## src/verilog/msm_pkg.sv

```systemverilog
// Package of register offsets, field positions and timing for the MAC register block.
package msm_pkg;

	// Register byte addresses on the peripheral bus.
	localparam logic [31:0] ADDR_SRC_FLAGS = 32'h80000e04;
	localparam logic [31:0] ADDR_MAC_HIGH  = 32'h80000e08;
	localparam logic [31:0] ADDR_MAC_LOW   = 32'h80000e0c;
	localparam logic [31:0] ADDR_MGMT      = 32'h80000e10;
	localparam logic [31:0] ADDR_TX_RING   = 32'h80000e14;
	localparam logic [31:0] ADDR_RX_RING   = 32'h80000e18;

	// Event flag positions in the source flag register.
	localparam int FLG_RX_ERR  = 0;
	localparam int FLG_TX_FAIL = 1;
	localparam int FLG_RX_OK   = 2;
	localparam int FLG_TX_OK   = 3;

	// Management register field positions.
	localparam int MG_STORE_GO  = 0;
	localparam int MG_FETCH_GO  = 1;
	localparam int MG_NO_LINK   = 2;
	localparam int MG_ACTIVE    = 3;
	localparam int MG_DATA_BAD  = 4;
	localparam int MG_REG_LO    = 6;
	localparam int MG_PORT_LO   = 11;
	localparam int MG_DATA_LO   = 16;

	// Ring pointer field positions.
	localparam int RING_SLOT_LO = 3;
	localparam int RING_BASE_LO = 10;

	// Reset values of the control bits that reset at all.
	localparam logic MG_ACTIVE_RST = 1'b0;
	localparam logic MG_GO_RST     = 1'b0;

	// Management clock: half period in ns and its cycle count at 50 MHz.
	localparam int MDC_HALF_NS   = 200;
	localparam int MCLK_MHZ      = 50;
	localparam int MDC_HALF_CYC  = (MDC_HALF_NS * MCLK_MHZ) / 1000;
	localparam int MG_FRAME_BITS = 64;

	// Management engine states, Gray coded along the frame.
	typedef enum logic [1:0] {
		MSM_IDLE = 2'b00,
		MSM_SHIFT = 2'b01,
		MSM_DONE = 2'b11
	} msm_state_t;

endpackage : msm_pkg

```

## src/verilog/msm_regs.sv

```systemverilog
// Status, station address, management and ring pointer registers of the MAC.
//
// Behaviour
// - Flag bit 3 sets on good transmit; write one clears; no reset.
// - Flag bit 2 sets on good receive; write one clears; no reset.
// - Flag bit 1 sets on failed transmit; write one clears; no reset.
// - Flag bit 0 sets on failed receive; write one clears; no reset.
// - High address bits 15-0 hold top two address bytes; not reset.
// - Low address bits 31-0 hold lower four address bytes; not reset.
// - Management bits 31-16 hold read result or write payload; not reset.
// - Port selector bits 15-11, register index bits 10-6; not reset.
// - Data-bad bit 4 is zero when read data valid after completion.
// - Active bit 3 high during operation, clears when link idle; resets zero.
// - No-link bit 2 set on completion of a read when no PHY answered; writes leave it zero.
// - Fetch-go bit 1 starts a read; result lands in data field.
// - Store-go bit 0 starts a write of the data field.
// - Transmit ring base from bits 31-10, 1 KiB aligned.
// - Ring slot bits 9-3 step by one per used descriptor; 2-0 read zero.
// - Receive ring base bits 31-10 joined with slot index locate descriptor.
// - Up to 32 PHYs with 32 sixteen-bit registers each.
`timescale 1ns/1ps

module msm_regs #(
	parameter int HALF_CYC = msm_pkg::MDC_HALF_CYC
) (
	// Clock and reset.
	input  wire logic        mclk,
	input  wire logic        rst_n,
	// Peripheral register bus.
	input  wire logic        psel,
	input  wire logic        penable,
	input  wire logic        pwrite,
	input  wire logic [31:0] paddr,
	input  wire logic [31:0] pwdata,
	output logic      [31:0] prdata,
	output logic             pready,
	// Packet events from the datapath, one-cycle pulses.
	input  wire logic        tx_done_ok,
	input  wire logic        tx_done_err,
	input  wire logic        rx_done_ok,
	input  wire logic        rx_done_err,
	// Descriptor use pulses from the DMA engines.
	input  wire logic        tx_slot_used,
	input  wire logic        rx_slot_used,
	// Address of the current descriptors for the DMA engines.
	output logic      [31:0] tx_desc_addr,
	output logic      [31:0] rx_desc_addr,
	// Station address for the receive filter.
	output logic      [47:0] station_addr,
	// Management link pins.
	output logic             mdc,
	input  wire logic        mdio_in,
	output logic             mdio_out,
	output logic             mdio_oe
);

	// Register contents.
	logic [3:0]  flags;
	logic [15:0] mac_hi;
	logic [31:0] mac_lo;
	logic [15:0] mg_data;
	logic [4:0]  mg_port_sel;
	logic [4:0]  mg_reg;
	logic        mg_data_bad;
	logic        mg_active;
	logic        mg_no_link;
	logic        mg_fetch_go;
	logic        mg_store_go;
	logic [21:0] tx_ring_base;
	logic [6:0]  tx_ring_slot;
	logic [21:0] rx_ring_base;
	logic [6:0]  rx_ring_slot;

	// Engine state.
	msm_pkg::msm_state_t state;
	logic [7:0]  div_cnt;
	logic        mdc_q;
	logic [6:0]  bit_cnt;
	logic [63:0] shreg;
	logic        is_read;
	logic [15:0] rd_shift;
	logic        ta_zero;
	logic [2:0]  mdio_sync;
	logic        mdio_q;
	logic        mdio_fit;

	logic wr_acc;
	logic start_op;

	// Every register answers in the access cycle, so no wait state is
	// ever inserted and ready stays high.
	assign wr_acc   = psel && penable && pwrite;
	assign pready   = 1'b1;
	// A start only counts while the link is idle; a start written during a
	// running frame would otherwise corrupt the address fields in flight.
	// Read wins when both start bits are written together.
	assign start_op = wr_acc && (paddr == msm_pkg::ADDR_MGMT) && !mg_active &&
		(pwdata[msm_pkg::MG_FETCH_GO] || pwdata[msm_pkg::MG_STORE_GO]);

	// Hit test of one register address, used by every write path except start_op.
	function automatic logic hit(input logic [31:0] a);
		hit = wr_acc && (paddr == a);
	endfunction : hit

	// End of one half period of the management clock.
	function automatic logic half_end(input logic [7:0] cnt);
		half_end = (cnt == 8'(HALF_CYC - 1));
	endfunction : half_end

	// Event flags carry no reset; a new event wins over a clear.
	// The event assignments come last so that a pulse landing in the
	// same cycle as a write-one clear is never lost by software.
	always_ff @(posedge mclk) begin
		if (hit(msm_pkg::ADDR_SRC_FLAGS)) begin
			flags <= flags & ~pwdata[3:0];
		end
		if (tx_done_ok) begin
			flags[msm_pkg::FLG_TX_OK] <= 1'b1;
		end
		if (rx_done_ok) begin
			flags[msm_pkg::FLG_RX_OK] <= 1'b1;
		end
		if (tx_done_err) begin
			flags[msm_pkg::FLG_TX_FAIL] <= 1'b1;
		end
		if (rx_done_err) begin
			flags[msm_pkg::FLG_RX_ERR] <= 1'b1;
		end
	end

	// Station address halves keep their value through reset.
	always_ff @(posedge mclk) begin
		if (hit(msm_pkg::ADDR_MAC_HIGH)) begin
			mac_hi <= pwdata[15:0];
		end
		if (hit(msm_pkg::ADDR_MAC_LOW)) begin
			mac_lo <= pwdata;
		end
	end
	assign station_addr = {mac_hi, mac_lo};

	// Ring pointers: software may rewrite, the DMA steps the slot.
	// A software write wins over a use pulse in the same cycle; the slot
	// wraps after its last value, so the ring holds 128 descriptors.
	always_ff @(posedge mclk) begin
		if (hit(msm_pkg::ADDR_TX_RING)) begin
			tx_ring_base <= pwdata[31:10];
			tx_ring_slot <= pwdata[9:3];
		end else if (tx_slot_used) begin
			tx_ring_slot <= tx_ring_slot + 7'h01;
		end
		if (hit(msm_pkg::ADDR_RX_RING)) begin
			rx_ring_base <= pwdata[31:10];
			rx_ring_slot <= pwdata[9:3];
		end else if (rx_slot_used) begin
			rx_ring_slot <= rx_ring_slot + 7'h01;
		end
	end
	assign tx_desc_addr = {tx_ring_base, tx_ring_slot, 3'h0};
	assign rx_desc_addr = {rx_ring_base, rx_ring_slot, 3'h0};

	// Management address fields; writes while busy are ignored to keep the
	// frame in flight consistent.
	always_ff @(posedge mclk) begin
		if (hit(msm_pkg::ADDR_MGMT) && !mg_active) begin
			mg_port_sel <= pwdata[15:11];
			mg_reg      <= pwdata[10:6];
		end
	end

	// Data field takes writes when idle and read data on completion.
	always_ff @(posedge mclk) begin
		if (hit(msm_pkg::ADDR_MGMT) && !mg_active) begin
			mg_data <= pwdata[31:16];
		end else if (state == msm_pkg::MSM_DONE && is_read) begin
			mg_data <= rd_shift;
		end
	end

	// Completion status, not reset.
	// During a write the station drives the turnaround itself, so the
	// PHY never answers and a missing link cannot be seen; a write is
	// therefore reported as linked. Only reads can detect a dead link.
	always_ff @(posedge mclk) begin
		if (state == msm_pkg::MSM_DONE) begin
			mg_no_link  <= is_read && !ta_zero;
			mg_data_bad <= is_read && !ta_zero;
		end
	end

	// Busy and start bits; start bits stay set until the frame ends.
	// Busy drops in the done cycle, when the last bit has left the pin
	// and the line is already released, so software sees an idle link.
	always_ff @(posedge mclk or negedge rst_n) begin
		if (!rst_n) begin
			mg_active   <= msm_pkg::MG_ACTIVE_RST;
			mg_fetch_go <= msm_pkg::MG_GO_RST;
			mg_store_go <= msm_pkg::MG_GO_RST;
		end else if (start_op) begin
			mg_active   <= 1'b1;
			mg_fetch_go <= pwdata[msm_pkg::MG_FETCH_GO];
			mg_store_go <= !pwdata[msm_pkg::MG_FETCH_GO] &&
				pwdata[msm_pkg::MG_STORE_GO];
		end else if (state == msm_pkg::MSM_DONE) begin
			mg_active   <= 1'b0;
			mg_fetch_go <= 1'b0;
			mg_store_go <= 1'b0;
		end
	end

	// Three-stage sampler for the incoming management data pin.
	always_ff @(posedge mclk or negedge rst_n) begin
		if (!rst_n) begin
			mdio_sync <= 3'h7;
		end else begin
			mdio_sync <= {mdio_sync[1:0], mdio_in};
		end
	end

	// Filtered data bit: a change counts only once the second and third
	// stages agree, so a single glitch near a sampling point is ignored.
	always_ff @(posedge mclk or negedge rst_n) begin
		if (!rst_n) begin
			mdio_q <= 1'b1;
		end else if (mdio_sync[1] == mdio_sync[2]) begin
			mdio_q <= mdio_sync[2];
		end
	end
	assign mdio_fit = (mdio_sync[1] == mdio_sync[2]) ? mdio_sync[2] : mdio_q;

	// Clock divider: runs only during a frame so MDC idles low.
	// Holding the clock still between frames keeps the PHY from seeing
	// stray edges; the cost is one half period of latency at each start.
	always_ff @(posedge mclk or negedge rst_n) begin
		if (!rst_n) begin
			div_cnt <= 8'h00;
			mdc_q   <= 1'b0;
		end else if (state != msm_pkg::MSM_SHIFT) begin
			div_cnt <= 8'h00;
			mdc_q   <= 1'b0;
		end else if (half_end(div_cnt)) begin
			div_cnt <= 8'h00;
			mdc_q   <= !mdc_q;
		end else begin
			div_cnt <= div_cnt + 8'h01;
		end
	end
	assign mdc = mdc_q;

	// Frame bit map, counted from zero as the bits leave the pin:
	//   0-31   preamble, all ones.
	//   32-33  start pattern.
	//   34-35  opcode, one-zero for a read and zero-one for a write.
	//   36-40  port selector, most significant bit first.
	//   41-45  register index, most significant bit first.
	//   46-47  turnaround; on a read the line is released here and the
	//          PHY pulls bit 47 low to show that it is present.
	//   48-63  data, most significant bit first.
	// The data field is loaded at the done state of every read, so a read that
	// finds no PHY still loads the all-ones pattern of the pulled line;
	// the data-bad bit tells software not to trust it.
	//
	// Frame engine: preamble, start, opcode, addresses, turnaround, data.
	// Bits change after the falling edge; read bits are taken just before
	// the rising edge, which leaves room for the sampler's latency.
	always_ff @(posedge mclk or negedge rst_n) begin
		if (!rst_n) begin
			state    <= msm_pkg::MSM_IDLE;
			bit_cnt  <= 7'h00;
			shreg    <= 64'h0;
			is_read  <= 1'b0;
			rd_shift <= 16'h0;
			ta_zero  <= 1'b0;
		end else begin
			unique case (state)
				msm_pkg::MSM_IDLE: begin
					if (start_op) begin
						is_read  <= pwdata[msm_pkg::MG_FETCH_GO];
						ta_zero  <= 1'b0;
						bit_cnt  <= 7'h00;
						shreg <= {32'hffffffff, 2'b01,
							pwdata[msm_pkg::MG_FETCH_GO] ? 2'b10 : 2'b01,
							pwdata[15:11], pwdata[10:6], 2'b10,
							pwdata[31:16]};
						state <= msm_pkg::MSM_SHIFT;
					end
				end
				msm_pkg::MSM_SHIFT: begin
					if (half_end(div_cnt) && !mdc_q) begin
						// Sample ahead of the rising edge.
						if (is_read && bit_cnt == 7'd47) begin
							ta_zero <= !mdio_fit;
						end
						if (is_read && bit_cnt >= 7'd48) begin
							rd_shift <= {rd_shift[14:0], mdio_fit};
						end
					end
					if (half_end(div_cnt) && mdc_q) begin
						shreg   <= {shreg[62:0], 1'b0};
						bit_cnt <= bit_cnt + 7'h01;
						if (bit_cnt == 7'(msm_pkg::MG_FRAME_BITS - 1)) begin
							state <= msm_pkg::MSM_DONE;
						end
					end
				end
				msm_pkg::MSM_DONE: begin
					state <= msm_pkg::MSM_IDLE;
				end
				default: begin
					state <= msm_pkg::MSM_IDLE;
				end
			endcase
		end
	end

	// Pin drive: released during read turnaround and data phase.
	assign mdio_out = shreg[63];
	assign mdio_oe  = (state == msm_pkg::MSM_SHIFT) &&
		!(is_read && bit_cnt >= 7'd46);

	// Read multiplexer; unmapped addresses read zero.
	// Reads have no side effect, so polling busy never disturbs a frame.
	always_comb begin
		prdata = 32'h0;
		unique case (paddr)
			msm_pkg::ADDR_SRC_FLAGS: prdata = {28'h0, flags};
			msm_pkg::ADDR_MAC_HIGH:  prdata = {16'h0, mac_hi};
			msm_pkg::ADDR_MAC_LOW:   prdata = mac_lo;
			msm_pkg::ADDR_MGMT:      prdata = {mg_data, mg_port_sel, mg_reg,
				1'b0, mg_data_bad, mg_active, mg_no_link,
				mg_fetch_go, mg_store_go};
			msm_pkg::ADDR_TX_RING:   prdata = tx_desc_addr;
			msm_pkg::ADDR_RX_RING:   prdata = rx_desc_addr;
			default:                 prdata = 32'h0;
		endcase
	end

endmodule : msm_regs

```

## config.mk

```make
export PLATFORM = sky130hd
export DESIGN_NAME = msm_regs
export DESIGN_NICKNAME = d
export VERILOG_FILES = /design/src/verilog/msm_pkg.sv /design/src/verilog/msm_regs.sv
export SDC_FILE = /design/constraint.sdc
export NUM_CORES = 1
export LEC_CHECK = 0
export BUFFER_PORTS_ARGS = -buffer_cell sky130_fd_sc_hd__buf_2
export CAP_MARGIN = 30
export CORE_MARGIN = 4
export CORE_UTILIZATION = 40
export DETAILED_ROUTE_END_ITERATION = 6
export GPL_TIMING_DRIVEN = 0
export PLACE_DENSITY_LB_ADDON = 0.2
export SLEW_MARGIN = 20
export SYNTH_ARGS = -nofsm -noshare
export SYNTH_HDL_FRONTEND = slang
export SYNTH_SLANG_ARGS = --single-unit
```

## constraint.sdc

```tcl
create_clock -name mclk -period 3.1 [get_ports mclk]
set_input_delay 0.155 -clock mclk [delete_from_list [all_inputs] [get_ports mclk]]
set_output_delay 0.155 -clock mclk [all_outputs]
set_load 0.02 [all_outputs]
```

==> results <==
- The count of TritonRoute iterations in the first routing pass is 5.
- Counting instances, the worst hold path has a depth of 2.
- The part of the total power dissipated in the clock network is 44.8%.
- In this run, the combinational gates consume 4.4% of the power.
- Cells fill 51.6% of the core in the end.
- Relative to the synthesized area, the layout overhead comes to 27.6%.
- The starting density of the core is 40.5%.
- The synthesized design devotes to its leading area cell type 38.0% of total area.
- In the synthesized netlist, the cells that appear most often are nor2_1, edfxtp_1, dfrtp_1.
- The cell type with the highest occurrence count on the critical path is buf_2.
- After clock tree synthesis, the clock-pin slew on the worst setup and hold paths is 0.06 ns.
- The post-detailed-placement half-perimeter wirelength is 21,700 µm.
- The maximum single-stage delay on the critical path is 0.61 ns.
- The required time of the critical path is 2.94 ns.
- The global-route wire length before repair is 45,200 µm.
- The hold path startpoint is pwdata[1].
- The congestion estimate from routability-driven global placement came to 0.828.
- Hold is met by 0.0205 ns.
- CTS built an H-tree with a depth of 1.
- The max-slew violation total from the final report was 0.
- The endpoint arrival time on the critical path is 2.80 ns.
- The die covers 0.0290 mm².
- The top register by number of flip-flops is shreg.
- Together, buffers and inverters on the worst path number 3.
- The smallest setup slack after layout is 0.144 ns.
- Total power for the finished layout comes to 0.00686 W.
- The share of synthesized area occupied by flip-flops and latches is 64.2%.
- The sort of element at the end of the critical path is a primary output.
- Yosys mapped the design onto 57 distinct sky130hd cell types.
- The launching point of the worst reg2reg path is div_cnt[1]$_DFF_PN0_.
- The final hold violation count is 0.
- The normalized max-slew margin is 37.4%.
- The synthesized instance count is 842.
- The number of warnings reported in the yosys synthesis log is 0.
- The overflow left after global routing is 0.
- The mean instance size in the synthesized netlist is 12.5 µm².
- The detail route stage leaves a number of antenna-violating nets equal to 0.
- The number of ports placed on the die boundary is 224.
- Global routing used 19.9% of the available tracks.
- In this run the worst path has a maximum fanout of 10.
- The worst-skew pair later-pin latency is 0.52 ns.
- The via count of the first global-routing pass is 7,670.
- The logic depth of the worst register-to-register path is 8.
- The share of layout cells above drive strength 1 is 28.7%.
- The largest individual stage delay along the critical path comes from the cell nor3_1.
- The floorplan step defined a core boundary enclosing 0.0260 mm².
- Clock skew on the completed layout was measured at 0.0148 ns.
- The initial antenna violation count is 0.
- The reg-to-reg critical path endpoint is rd_shift[8]$_DFFE_PN0P_.
- The post-placement setup slack is -0.327 ns.
- The power share of the sequential group is 50.8%.
- The worst setup path is of the input port to primary output kind.
- Walking the worst path, the cells encountered are buf_2, or4b_1, or3_4, nor3_1, buf_2, a22oi_1, a21oi_1, buf_2.
- The total length of routed wires is 30,200 µm.
- The initialized floorplan defines 59 standard-cell rows.
- Counting flops with an async set or reset pin after synthesis yields a share of 43.9%.
- In the synthesized netlist the dominant register cell turns out to be edfxtp_1.
- From bottom edge to top edge, the die measures 170 µm.
- Leaving out filler cells and counting taps, the final layout contains 1,489.
- The most repeated cell in the gate-level netlist after synthesis is nor2_1.
- The DRC violations left is 0.
- In the routed layout, each cell is associated on average with a via count of 5.40.
- The internal reg-to-reg setup slack is 0.43 ns.
- Clock tree synthesis found a total of 244 sinks.
- The root buffer cell chosen for the clock tree is clkbuf_16.
- Summed over all cells, the static leakage comes to 5.38 nW.
- Net switching is 20.7% of the power.
- The worst setup path is launched from an input port.
- Buffers inserted during clock tree synthesis total 26.
- The number of input and output port buffers inserted is 215.
- The die boundary width is 170 µm.
- Dividing the final minimum period by the clock period gives 95.4%.
- Dividing total power by cell area gives a power density of 511 mW/mm².
- Broken down by cell family, the worst path's largest delay share belongs to simple AND/OR/NAND/NOR gates.
- Across the run, the number of max-cap violations was 0.
- In this run the deepest clock path goes through 3 buffers.
- For this block, the initial DRC count from the detailed router was 629.
- The switching power total is 0.00142 W.
- The number of synthesized register bits is 244.
- The transition time of the tightest slew-check pin is 0.935 ns.
- The CTS tree is built.
- The routed layout has 8,046 vias.
- The tightest min-delay check is of the input port to flop type.
- Derived from the worst setup path, the maximum achievable clock frequency is 0.338 GHz.
- The cell area that synthesis handed to floorplanning was 0.0105 mm².
- The largest net degree at the start of global routing is 64.
- Setup violations remaining at the end of the flow were counted as 0.
- The critical path crosses 8 cells after its start point.
- Counting tap cells, the placed design contains a total of 1,402 instances.
- For hold timing, the worst endpoint is mg_store_go$_DFFE_PN0P_.
- In the final routed layout, each cell accounts on average for 20.3 µm.
- The flow ran to the end, and the final reports show no timing, DRC or antenna violations.
- Setup repair after global routing left no endpoint under its margin.
- Yosys mapped a number of flops with a built-in enable equal to 133.
- The number of antenna diodes is 0.
- The maximum ir drop on the vdd rail is 0.357 mV.
- The post-layout minimum cycle time is 2.96 ns.
- Of all cell types, the one taking the most synthesized area is edfxtp_1.
- The largest registers in the layout are shreg (64), mac_lo (32).
- In the final design database the tool counted 1,216 nets.
- The internal portion of the total power is 0.00544 W.
- In the post-synthesis netlist, the biggest area contributors are edfxtp_1, dfrtp_1, nor2_1.
- The register with the most flip-flops in the layout has 64 of them.
[layer usage]
metal / track usage [%] / vias to the layer above / part of all wire, %
met2: 32.8 / 313 / 47
met3: 3.51 / 41 / 8.0
met4: 4.34 / 0 / 2.0
met1: 27.9 / 3962 / 43
li1: - / 3730 / -
met5: 0 / - / 0
[power by group through the flow]
stage | combinational, W | sequential (W) | clock (W)
after floorplan | 0.0000836 | 0.00356 | 0
after global placement | 0.000260 | 0.00355 | 0
after detailed placement | 0.000269 | 0.00355 | 0
after CTS | 0.000308 | 0.00348 | 0.00315
after global routing | 0.000333 | 0.00348 | 0.00331
final | 0.000305 | 0.00348 | 0.00307
[per-stage QoR]
stage	area, µm²	setup TNS, ns
global route	13400	0
CTS	13400	0
detailed placement	12200	-12.24
global placement	12000	-82.99
floorplan	10500	0
finish	13400	0
[how the worst max path moves through the flow]
stage / startpoint / endpoint
after detailed placement: paddr[1] / mac_hi[15]$_DFFE_PP_
final: paddr[1] / prdata[12]
after CTS: paddr[1] / prdata[28]
after global routing: paddr[15] / prdata[28]
after floorplan: paddr[5] / mac_lo[0]$_DFFE_PP_
after global placement: paddr[15] / tx_ring_base[6]$_DFFE_PP_
[layout make-up]
type / count / area, µm²
Tap cell: 335 / 419
Clock buffer: 39 / 761
Buffer: 61 / 282
Fill cell: 2300 / 12600
Clock inverter: 9 / 93.8
Timing Repair Buffer: 259 / 1570
Sequential cell: 244 / 6760
Multi-Input combinational cell: 529 / 3490
Inverter: 13 / 48.8
[logic make-up (layout without fill, tap and decap cells)]
group	after synthesis	count (layout)	synth area share, %
adders and majority gates	7	7	0.809
and+or+nand+nor	245	245	11.1
other	2	7	0.0714
xor gates and xnor gates	17	17	1.42
buffers and inverters	74	381	3.08
AOI/OAI and AO/OA	184	184	12.2
DFF	244	244	64.2
muxes	69	69	7.02
[placed cells by master, fill, tap and decap left out, types with 3 or more instances in the layout]
cell	n
buf_2	217
nor2_1	136
edfxtp_1	133
dfrtp_1	103
a22oi_1	62
a21oi_1	56
clkbuf_1	48
dlygate4sd3_1	39
mux2_2	37
mux2i_1	31
clkbuf_16	27
nand3_1	26
nand2_1	17
a221o_1	16
inv_1	13
a32oi_1	12
buf_4	11
a22o_1	11
and3_1	10
xnor2_1	9
nor3_1	9
xor2_1	8
conb_1	7
clkbuf_2	6
nand4_1	6
a31oi_1	6
a21o_1	6
ha_1	6
nor4_1	5
o21ai_0	5
and2_1	4
o22ai_1	4
nand2b_1	4
clkinv_2	4
clkbuf_8	4
dfxtp_1	4
dfstp_2	4
nand3b_1	3
[repair_timing]
action,4_1_cts,5_1_grt
hold buffers,39,0
endpoints found under the setup margin,21,9
setup buffers,0,0
gates resized for setup,4,5
cloned,0,0
hold endpoints to repair,156,0
No activity file was read; power rests on OpenSTA's default activity.
